`config.mk`:
```
export PLATFORM = sky130hd
export DESIGN_NAME = viu_cmd_status
export DESIGN_NICKNAME = d
export VERILOG_FILES = /design/src/logic/viu_cmd_status.v
export VERILOG_INCLUDE_DIRS = /design/src /design/src/logic
export SDC_FILE = /design/constraint.sdc
export NUM_CORES = 1
export LEC_CHECK = 0
export BUFFER_PORTS_ARGS = -buffer_cell sky130_fd_sc_hd__buf_4
export CAP_MARGIN = 0
export CORE_UTILIZATION = 55
export CTS_BUF_LIST = sky130_fd_sc_hd__clkbuf_4 sky130_fd_sc_hd__clkbuf_8 sky130_fd_sc_hd__clkbuf_16
export CTS_CLUSTER_SIZE = 24
export DETAILED_ROUTE_END_ITERATION = 8
export PLACE_DENSITY = 0.76
export SLEW_MARGIN = 20
export SYNTH_ARGS = -nofsm -noshare
export SYNTH_HDL_FRONTEND = slang
export SYNTH_SLANG_ARGS = --single-unit
```
`constraint.sdc`:
```
create_clock -name mclk -period 2.3 [get_ports mclk]
set_input_delay 0.69 -clock mclk [delete_from_list [all_inputs] [get_ports mclk]]
set_output_delay 0.69 -clock mclk [all_outputs]
set_load 0.01 [all_outputs]
```
`src/logic/viu_map.vh`:
```
// Register map and field constants of the interrupt command/status block
`ifndef VIU_MAP_VH
`define VIU_MAP_VH
`define VIU_OFS_CUR_VEC   12'h100
`define VIU_OFS_FAST_VEC  12'h104
`define VIU_OFS_PEND      12'h10C
`define VIU_OFS_MASK      12'h110
`define VIU_OFS_LINE_STAT 12'h114
`define VIU_OFS_EN_CMD    12'h120
`define VIU_OFS_DIS_CMD   12'h124
`define VIU_OFS_CLR_CMD   12'h128
`define VIU_OFS_SET_CMD   12'h12C
`define VIU_OFS_EOI_CMD   12'h130
`define VIU_OFS_SPUR_VEC  12'h134
`define VIU_OFS_DBG_CTRL  12'h138
`define VIU_OFS_FF_EN_CMD 12'h140
`define VIU_OFS_EVT_STAT  12'h150
`define VIU_OFS_EVT_MASK  12'h154
`define VIU_ADDR_W        12
`define VIU_BIT_FAST      0
`define VIU_BIT_PLAT      1
`define VIU_BIT_SAFE      0
`define VIU_BIT_GMASK     1
`define VIU_EVT_EOI       0
`define VIU_EVT_SPUR      1
`define VIU_EVT_W         2
`define VIU_FF_WMASK      32'hFFFFFFFE
`define VIU_RST_WORD      32'h00000000
`define VIU_HTRANS_NSEQ   2'h2
`define VIU_HTRANS_SEQ    2'h3
`endif

```
`src/logic/viu_cmd_status.v`:
```
// Command, status and debug registers of a 32-source vectored interrupt unit
//
// Added by the designer: the AHB-Lite register port and the address map.
`timescale 1ns/1ps
// Overview of operation
// - Pending register shows one bit per source, fast bit0, platform bit1.
// - Enable mask readable, same layout, one means enabled, zero after reset.
// - Line status: bit0 fast request active, bit1 normal request active.
// - Enable command sets mask bits written as one, zeros unchanged.
// - Disable command clears mask bits written as one, zeros ignored.
// - Clear command clears pending bits written as one.
// - Set command forces pending bits written as one.
// - Any write to end-of-interrupt location ends current treatment.
// - Spurious vector is a 32-bit read/write register reset to zero.
// - Spurious vector is returned on normal or fast readback when spurious.
// - Debug control bit0 enables debugger-safe mode; resets to zero.
// - Debug control bit1 holds both core request lines inactive.
// - Fast-forcing enable command, bits 1 to 31, enables forcing per source.
`include "viu_map.vh"
module viu_cmd_status #(
  parameter NSRC = 32
) (
  // Clock and reset
  input  wire        mclk,
  input  wire        rstn,
  // AHB-Lite slave
  input  wire        hsel,
  input  wire [31:0] haddr,
  input  wire [1:0]  htrans,
  input  wire        hwrite,
  input  wire [2:0]  hsize,
  input  wire        hready,
  input  wire [31:0] hwdata,
  output reg  [31:0] hrdata,
  output reg         hreadyout,
  output reg         hresp,
  // Interrupt sources (asynchronous, active high)
  input  wire [NSRC-1:0] srcIn,
  // Vectors from the arbitration logic
  input  wire [31:0] normVecIn,
  input  wire [31:0] fastVecIn,
  // Core request lines, active low
  output reg         coreFastLine_n,
  output reg         coreReqLine_n,
  // Forcing state to the arbitration logic
  output reg  [NSRC-1:0] fastForceMask,
  // Block event interrupt
  output reg         evtIrq
);

  // Synchroniser and edge state
  reg [NSRC-1:0] srcMeta_ff;
  reg [NSRC-1:0] srcSync_ff;
  reg [NSRC-1:0] srcPrev_ff;
  // Source state
  reg [NSRC-1:0] pend_ff;
  reg [NSRC-1:0] mask_ff;
  reg [NSRC-1:0] force_ff;
  reg            inSvc_ff;
  reg [31:0]     spurVec_ff;
  reg [1:0]      dbgCtrl_ff;
  reg [`VIU_EVT_W-1:0] evtStat_ff;
  reg [`VIU_EVT_W-1:0] evtMask_ff;
  // Bus data phase state
  reg                   wrPend_ff;
  reg [`VIU_ADDR_W-1:0] wrAddr_ff;

  reg [NSRC-1:0] nxt_pend;
  reg [NSRC-1:0] nxt_mask;
  reg [NSRC-1:0] nxt_force;
  reg            nxt_inSvc;
  reg [31:0]     nxt_spurVec;
  reg [1:0]      nxt_dbgCtrl;
  reg [`VIU_EVT_W-1:0] nxt_evtStat;
  reg [`VIU_EVT_W-1:0] nxt_evtMask;
  reg [31:0]     nxt_rdata;
  reg            nxt_fastLine;
  reg            nxt_reqLine;
  reg [`VIU_EVT_W-1:0] evtHit;

  // Address phase decode
  wire accept = hsel & hready & htrans[1];
  wire rdAcc  = accept & ~hwrite;
  wire wrAcc  = accept & hwrite;
  wire [`VIU_ADDR_W-1:0] rdAddr = haddr[`VIU_ADDR_W-1:0];
  wire [NSRC-1:0] srcRise = srcSync_ff & ~srcPrev_ff;

  // Write strobes, data phase
  wire wEn   = wrPend_ff && wrAddr_ff == `VIU_OFS_EN_CMD;
  wire wDis  = wrPend_ff && wrAddr_ff == `VIU_OFS_DIS_CMD;
  wire wClr  = wrPend_ff && wrAddr_ff == `VIU_OFS_CLR_CMD;
  wire wSet  = wrPend_ff && wrAddr_ff == `VIU_OFS_SET_CMD;
  wire wEoi  = wrPend_ff && wrAddr_ff == `VIU_OFS_EOI_CMD;
  wire wSpur = wrPend_ff && wrAddr_ff == `VIU_OFS_SPUR_VEC;
  wire wDbg  = wrPend_ff && wrAddr_ff == `VIU_OFS_DBG_CTRL;
  wire wFf   = wrPend_ff && wrAddr_ff == `VIU_OFS_FF_EN_CMD;
  wire wEvtM = wrPend_ff && wrAddr_ff == `VIU_OFS_EVT_MASK;
  // In safe mode the acknowledge moves from read to a write of the readback
  wire wCurV = wrPend_ff && wrAddr_ff == `VIU_OFS_CUR_VEC;

  // Active, enabled requests split into fast and normal paths
  wire [NSRC-1:0] live = pend_ff & mask_ff;
  wire fastReq = live[`VIU_BIT_FAST] | (|(live & force_ff));
  wire normReq = |(live & ~force_ff & `VIU_FF_WMASK);
  wire normSpur = ~normReq;
  wire fastSpur = ~fastReq;

  // Two-flop synchroniser; only the second stage feeds logic
  always @(posedge mclk or negedge rstn) begin
    if (!rstn) begin
      srcMeta_ff <= {NSRC{1'b0}};
      srcSync_ff <= {NSRC{1'b0}};
      srcPrev_ff <= {NSRC{1'b0}};
    end else begin
      srcMeta_ff <= srcIn;
      srcSync_ff <= srcMeta_ff;
      srcPrev_ff <= srcSync_ff;
    end
  end

  // Next state of pending, mask, forcing and control
  always @* begin
    nxt_mask = mask_ff;
    if (wEn)
      nxt_mask = nxt_mask | hwdata[NSRC-1:0];
    if (wDis)
      nxt_mask = nxt_mask & ~hwdata[NSRC-1:0];
    // A source edge in the clearing cycle is kept: set wins over clear
    nxt_pend = pend_ff;
    if (wClr)
      nxt_pend = nxt_pend & ~hwdata[NSRC-1:0];
    nxt_pend = nxt_pend | srcRise;
    if (wSet)
      nxt_pend = nxt_pend | hwdata[NSRC-1:0];
    nxt_force = force_ff;
    if (wFf)
      nxt_force = force_ff | (hwdata[NSRC-1:0] & `VIU_FF_WMASK);
    nxt_spurVec = wSpur ? hwdata : spurVec_ff;
    nxt_dbgCtrl = wDbg ? hwdata[1:0] : dbgCtrl_ff;
    nxt_evtMask = wEvtM ? hwdata[`VIU_EVT_W-1:0] : evtMask_ff;
  end

  // Treatment tracking: readback (in safe mode a write of the readback) starts it, any end-of-interrupt write ends it
  always @* begin
    nxt_inSvc = inSvc_ff;
    if (!dbgCtrl_ff[`VIU_BIT_SAFE] && rdAcc && rdAddr == `VIU_OFS_CUR_VEC && normReq)
      nxt_inSvc = 1'b1;
    if (dbgCtrl_ff[`VIU_BIT_SAFE] && wCurV && normReq)
      nxt_inSvc = 1'b1;
    if (wEoi)
      nxt_inSvc = 1'b0;
  end

  // Core lines; the global mask parks both inactive
  always @* begin
    nxt_fastLine = fastReq;
    nxt_reqLine  = normReq & ~inSvc_ff;
    if (dbgCtrl_ff[`VIU_BIT_GMASK]) begin
      nxt_fastLine = 1'b0;
      nxt_reqLine  = 1'b0;
    end
  end

  // Sticky events: end-of-interrupt seen, spurious vector handed out
  always @* begin
    evtHit = {`VIU_EVT_W{1'b0}};
    evtHit[`VIU_EVT_EOI] = wEoi;
    if (rdAcc && rdAddr == `VIU_OFS_CUR_VEC && normSpur)
      evtHit[`VIU_EVT_SPUR] = 1'b1;
    if (rdAcc && rdAddr == `VIU_OFS_FAST_VEC && fastSpur)
      evtHit[`VIU_EVT_SPUR] = 1'b1;
    nxt_evtStat = evtStat_ff;
    if (rdAcc && rdAddr == `VIU_OFS_EVT_STAT)
      nxt_evtStat = {`VIU_EVT_W{1'b0}};
    // Set after clear so an event in the read cycle survives
    nxt_evtStat = nxt_evtStat | evtHit;
  end

  // Read mux, sampled in the address phase; command words read zero
  always @* begin
    nxt_rdata = `VIU_RST_WORD;
    case (rdAddr)
      `VIU_OFS_PEND:
        nxt_rdata[NSRC-1:0] = pend_ff;
      `VIU_OFS_MASK:
        nxt_rdata[NSRC-1:0] = mask_ff;
      `VIU_OFS_LINE_STAT: begin
        nxt_rdata[0] = ~coreFastLine_n;
        nxt_rdata[1] = ~coreReqLine_n;
      end
      `VIU_OFS_CUR_VEC:
        nxt_rdata = normSpur ? spurVec_ff : normVecIn;
      `VIU_OFS_FAST_VEC:
        nxt_rdata = fastSpur ? spurVec_ff : fastVecIn;
      `VIU_OFS_SPUR_VEC:
        nxt_rdata = spurVec_ff;
      `VIU_OFS_DBG_CTRL:
        nxt_rdata[1:0] = dbgCtrl_ff;
      `VIU_OFS_EVT_STAT:
        nxt_rdata[`VIU_EVT_W-1:0] = evtStat_ff;
      `VIU_OFS_EVT_MASK:
        nxt_rdata[`VIU_EVT_W-1:0] = evtMask_ff;
      default:
        nxt_rdata = `VIU_RST_WORD;
    endcase
  end

  // State registers
  always @(posedge mclk or negedge rstn) begin
    if (!rstn) begin
      pend_ff    <= {NSRC{1'b0}};
      mask_ff    <= {NSRC{1'b0}};
      force_ff   <= {NSRC{1'b0}};
      inSvc_ff   <= 1'b0;
      spurVec_ff <= `VIU_RST_WORD;
      dbgCtrl_ff <= 2'h0;
      evtStat_ff <= {`VIU_EVT_W{1'b0}};
      evtMask_ff <= {`VIU_EVT_W{1'b0}};
    end else begin
      pend_ff    <= nxt_pend;
      mask_ff    <= nxt_mask;
      force_ff   <= nxt_force;
      inSvc_ff   <= nxt_inSvc;
      spurVec_ff <= nxt_spurVec;
      dbgCtrl_ff <= nxt_dbgCtrl;
      evtStat_ff <= nxt_evtStat;
      evtMask_ff <= nxt_evtMask;
    end
  end

  // Bus slave: zero wait states, reads registered into the data phase.
  // A read right after a write sees the value from before that write.
  always @(posedge mclk or negedge rstn) begin
    if (!rstn) begin
      wrPend_ff <= 1'b0;
      wrAddr_ff <= {`VIU_ADDR_W{1'b0}};
      hrdata    <= `VIU_RST_WORD;
      hreadyout <= 1'b1;
      hresp     <= 1'b0;
    end else begin
      wrPend_ff <= wrAcc;
      if (wrAcc)
        wrAddr_ff <= haddr[`VIU_ADDR_W-1:0];
      if (rdAcc)
        hrdata <= nxt_rdata;
      hreadyout <= 1'b1;
      hresp     <= 1'b0;
    end
  end

  // Registered outputs; core lines are active low
  always @(posedge mclk or negedge rstn) begin
    if (!rstn) begin
      coreFastLine_n <= 1'b1;
      coreReqLine_n  <= 1'b1;
      fastForceMask  <= {NSRC{1'b0}};
      evtIrq         <= 1'b0;
    end else begin
      coreFastLine_n <= ~nxt_fastLine;
      coreReqLine_n  <= ~nxt_reqLine;
      fastForceMask  <= nxt_force;
      evtIrq         <= |(nxt_evtStat & evtMask_ff);
    end
  end

endmodule // viu_cmd_status

```
# After elaboration in Yosys (flattened, before gate mapping)
# Cells that the tools add are included.
[classes]
mux = 16
eq_ne = 19
n_reduce_logical = 25
bitwise_logic = 29
[ops]
columns = ["operator", "count"]
rows = [
  ["12-bit by 9-bit == test with 1-bit output (second input constant)", 19],
  ["32-bit bitwise AND", 6],
  ["32-bit 2-to-1 mux", 6],
  ["30-bit one-hot mux with 5 select lines", 1],
  ["32-bit bitwise OR", 4],
  ["32-bit NOT", 3],
  ["32-bit OR reduction", 1],
  ["31-bit OR reduction", 1],
  ["1-bit logical AND", 20],
  ["2-bit one-hot mux with 9 select lines", 1],
  ["1-bit NOT", 8],
  ["1-bit 2-to-1 mux", 7],
  ["1-bit bitwise AND", 5],
  ["3-bit nonzero test", 1],
  ["2-bit bitwise AND", 1],
  ["2-bit 2-to-1 mux", 1],
  ["2-bit bitwise OR", 1],
  ["2-bit OR reduction", 1],
  ["1-bit zero test", 1],
  ["1-bit bitwise OR", 1],
]
[word_totals]
register_bits = 279
out_inout_bits = 69
word_cells = 106
in_bits = 170

# Depth between registers and ports, before layout
[logic_depth]
depth_word = 10
mapped_depth = 9
mapped_depth_nobuf = 6

# Worst setup path before layout
# Ideal clock, no wire load.
[synth_timing]
path_kind = "input to register"
start = "input haddr[9]"
end = "register hrdata[1]"
setup_time_ps = 86
path_stages = 8
n_path_buf = 2
required_ps = 2214
slack_ps = 137
arrival_time_ps = 2077
cell_sequence = "or4b_1 > buf_6 > nor2_4 > buf_6 > nand4_1 > o2111ai_1 > a311oi_1 > o221ai_2"
[synth_via]
elab_chain_len = 2
elab_cells_between_ends = 10
classes_between = "eq/ne: 9; mux: 1"
[synth_rtl]
columns = ["element", "line", "text"]
rows = [
  ["from (decl)", "viu_cmd_status.v:28", "input wire [31:0] haddr,"],
  ["12-bit by 9-bit == test with 1-bit output", "viu_cmd_status.v:182", "case (rdAddr)"],
  ["2-bit one-hot mux with 9 select lines (*)", "viu_cmd_status.v:182", ""],
  ["to (signal assigned)", "viu_cmd_status.v:237", "hrdata <= `VIU_RST_WORD;"],
  ["to (signal assigned)", "viu_cmd_status.v:245", "hrdata <= nxt_rdata;"],
  ["to (decl)", "viu_cmd_status.v:34", "output reg [31:0] hrdata,"],
]
# Every way passes the cells marked *; elsewhere a longest branch is shown, timed or not.
# A chain may end at the register's enable or synchronous reset.

# Final worst setup path
[layout_timing]
start = "register pend_ff[28]"
end = "register hrdata[18]"
[layout_via]
elab_chain_len = 6
elab_cells_between_ends = 9
classes_between = "mux: 3; bitwise: 4; reduce/logical: 2"
[layout_rtl]
columns = ["element", "line", "text"]
rows = [
  ["from (decl)", "viu_cmd_status.v:56", "reg [NSRC-1:0] pend_ff;"],
  ["from (signal assigned)", "viu_cmd_status.v:211", "pend_ff <= {NSRC{1'b0}};"],
  ["from (signal assigned)", "viu_cmd_status.v:220", "pend_ff <= nxt_pend;"],
  ["32-bit bitwise AND (*)", "viu_cmd_status.v:102", "wire [NSRC-1:0] live = pend_ff & mask_ff;"],
  ["32-bit bitwise AND", "viu_cmd_status.v:103", "wire fastReq = live[`VIU_BIT_FAST] | (|(live & force_ff));"],
  ["32-bit OR reduction", "viu_cmd_status.v:103", ""],
  ["1-bit bitwise OR", "viu_cmd_status.v:103", ""],
  ["32-bit 2-to-1 mux", "viu_cmd_status.v:194", "nxt_rdata = fastSpur ? spurVec_ff : fastVecIn;"],
  ["30-bit one-hot mux with 5 select lines (*)", "viu_cmd_status.v:182", ""],
]
# Marks and branches as above.

==> flow_metrics.py <==
metrics = {
    "min_path": {
        "holdCritPathClass": "input port to asynchronous set/reset pin",
    },
    "timing": {
        "setup_ws_ns": 0.07294,
        "finalHoldViolations": 0,
        "maxSlewHeadroom_pct": 66.64,
        "tightestPinTransition_ns": 0.5004,
        "grt_setup_unrepaired": "no",
        "fmax_mhz": 449.0,
        "holdWs_ns": 0.03837,
        "period_needed_ns": 2.227,
        "clock_skew_ns": 0.008284,
        "min_period_over_period_pct": 96.83,
        "setup_viol": 0,
        "slew_violations": 0,
    },
    "routing": {
        "finalWirelength_mm": 35.21,
        "ant_nets": 0,
        "drc_errors": 0,
        "via_count": 9973,
        "drt_iter0_drc": 845,
        "post_drt_wl_per_cell_um": 22.63,
        "dr.pass1.iters": 6,
        "avgViaCountPerCell": 6.409,
    },
    "die": {
        "coreArea_mm2": 0.02115,
        "die_x_um": 149.2,
        "io_pins": 239,
        "num_rows": 53,
        "die_y_um": 149.2,
        "fp.dieArea_mm2": 0.02227,
        "initial_core_util_pct": 56.36,
    },
    "clocking": {
        "htree_levels": 1,
        "cts_inserted_buffers": 29,
        "clockBufferDepth": 3,
        "cts.sinks": 278,
        "ctsHoldBuffers": 0,
        "cts_tree": "done",
        "cts_setup_buffers": 0,
        "insertion_delay_ns": 0.53,
        "clockRootBuffer": "clkbuf_16",
        "clkTransAtPathRegs_ns": 0.06,
    },
    "logic_synthesis": {
        "synth_warnings": 0,
        "synth_edf_count": 0,
        "synthCells": 1032,
        "syn_area_per_cell_um2": 11.55,
        "ys_seq_area_share_pct": 58.37,
        "yosys_register_bits": 278,
        "synth_cell_types": 54,
        "synth_flop_cell": "dfrtp_1",
        "ys_async_sr_fraction_pct": 100.0,
        "synth_area_mm2": 0.01192,
    },
    "outcome": {
        "status": "complete, no violations",
    },
    "setup_path": {
        "reg2reg_slack_ns": 0.07,
        "cp_top_family": "simple AND/OR/NAND/NOR gates",
        "path_buf_inv": 1,
        "path_max_fanout": 22,
        "cp_slowest_cell": "nor4_2",
        "worst-setup-path-type": "flop to flop",
        "worstPathRequired_ns": 2.70,
        "r2r-start": "pend_ff[28]",
        "r2r-end": "hrdata[18]",
        "cp.arrival_ns": 2.62,
        "rr_worst_depth": 7,
        "crit_path_end_kind": "flop",
        "crit_chain": "nand3_1 -> nand4_1 -> nor4_2 -> nand2_2 -> buf_4 -> mux2i_1 -> o221ai_1",
        "critPathLaunchType": "flop",
        "slowest_delay_ns": 0.46,
    },
    "power": {
        "p_leak_nw": 6.734,
        "power.density_mw_per_mm2": 745.6,
        "finalPower_w": 0.01130,
        "peakVddDrop_uv": 591.3,
    },
    "run": {
        "maxCapViolCount": 0,
    },
    "global_route": {
        "grt_max_degree": 53,
        "grt_overflow": 0,
        "antenna_found_initial": 0,
        "grt_pass1_vias": 9709,
        "grt_pass1_wl_mm": 54.63,
        "gr-usage-all-layers_pct": 32.26,
    },
    "placement": {
        "gp_congestion": 0.8623,
        "dp_hpwl_mm": 23.50,
        "pre_cts_ws_ns": -0.2379,
        "portBuffers": 211,
    },
    "layout": {
        "final_cell_mix": "dfrtp_1, buf_4, nand3_1",
        "fin_nets": 1430,
        "drive_gt1_share_pct": 26.70,
        "syn2layout_area_growth_pct": 27.12,
        "n_antenna_cell": 0,
        "fin_util_pct": 71.64,
        "final_common_cell": "dfrtp_1",
    },
}
## stage by stage
| stage | TNS, ns | area (um2) | std cells |
|---|---|---|---|
| 4_1_cts | 0 | 15150 | 1556 |
| 3_5_place_dp | -6.140 | 14190 | 1504 |
| 5_1_grt | 0 | 15160 | 1556 |
| 2_1_floorplan | 0 | 11930 | 1033 |
| 6_report | 0 | 15160 | 1556 |
| 3_3_place_gp | -5.973 | 14190 | 1504 |
## layout make-up
type,instances,area [um2]
Clock buffer,41,865.8
Sequential cell,278,6959
Inverter,5,18.77
Timing Repair Buffer,260,2235
Multi-Input combinational cell,686,4646
Tap cell,275,344.1
Clock inverter,11,87.58
Fill cell,1499,5998
## routing by layer
layer | part of all wire [%] | wire length, um | vias to the layer above | global-route usage (%)
met5 | 0 | 0 | - | 0
met4 | 3.5 | 1247 | 0 | 12.76
met3 | 9.3 | 3291 | 85 | 6.055
met2 | 46 | 16300 | 551 | 50.07
met1 | 41 | 14370 | 5014 | 45.04
li1 | - | - | 4323 | -
## cells by family (layout without fill, tap and decap cells)
logic type,Yosys count,in the layout,synth area share (%)
other,2,3,0.06299
AOI/OAI and AO/OA,217,217,12.85
and+or+nand+nor,366,366,16.85
DFF,278,278,58.37
buffers and inverters,69,317,3.096
muxes,100,100,8.773
## worst max path at each step
stage	endpoint	from	depth (start not counted)	slack, ns
after floorplan	hrdata[1]	haddr[9]	8	0.14
after global placement	hrdata[1]	haddr[9]	9	-0.24
after detailed placement	hrdata[1]	haddr[9]	9	-0.24
final	hrdata[18]	pend_ff[28]	7	0.07
after global routing	hrdata[3]	pend_ff[28]	7	0.01
after CTS	hrdata[18]	fastForceMask[14]	7	0.09
## synthesized netlist by cell type (6+ instances only)
cell type  count  share of area, %
nor2b_1       34               1.8
o221ai_1      32               2.4
nand2_1       81               2.6
buf_2         40               1.7
mux2_1        30               2.8
a21oi_1       65               2.7
a221o_1       32               2.7
nand4_1       42               2.2
nor2_1        16              0.50
buf_4          6              0.38
nand3b_1      23               1.4
a21o_1        32               2.0
nor4_1         7              0.37
o21ai_0       34               1.4
o2111ai_1      8              0.59
mux2i_1       64               5.4
dfrtp_1      276                58
clkbuf_1      13              0.41
mux2_2         6              0.57
nand3_1      131               5.5
## timing repair
item	4_1_cts	5_1_grt
resized for setup	1	1
pin swaps	0	0
hold endpoints to repair	0	0
setup endpoints to repair	3	6
## report_power, final
group          switching, W  internal (W)
Clock               0.00188       0.00272
Sequential         0.000161       0.00515
Combinational      0.000713      0.000672
Total               0.00276       0.00855
## worst reg2reg max path, stage by stage (launching register included)
cell and delay (ns):
dfrtp_1 0.43, nand3_1 0.20, nand4_1 0.17, nor4_2 0.46, nand2_2 0.14, buf_4 0.32, mux2i_1 0.24, o221ai_1 0.14
(Power assumes the default switching activity.)
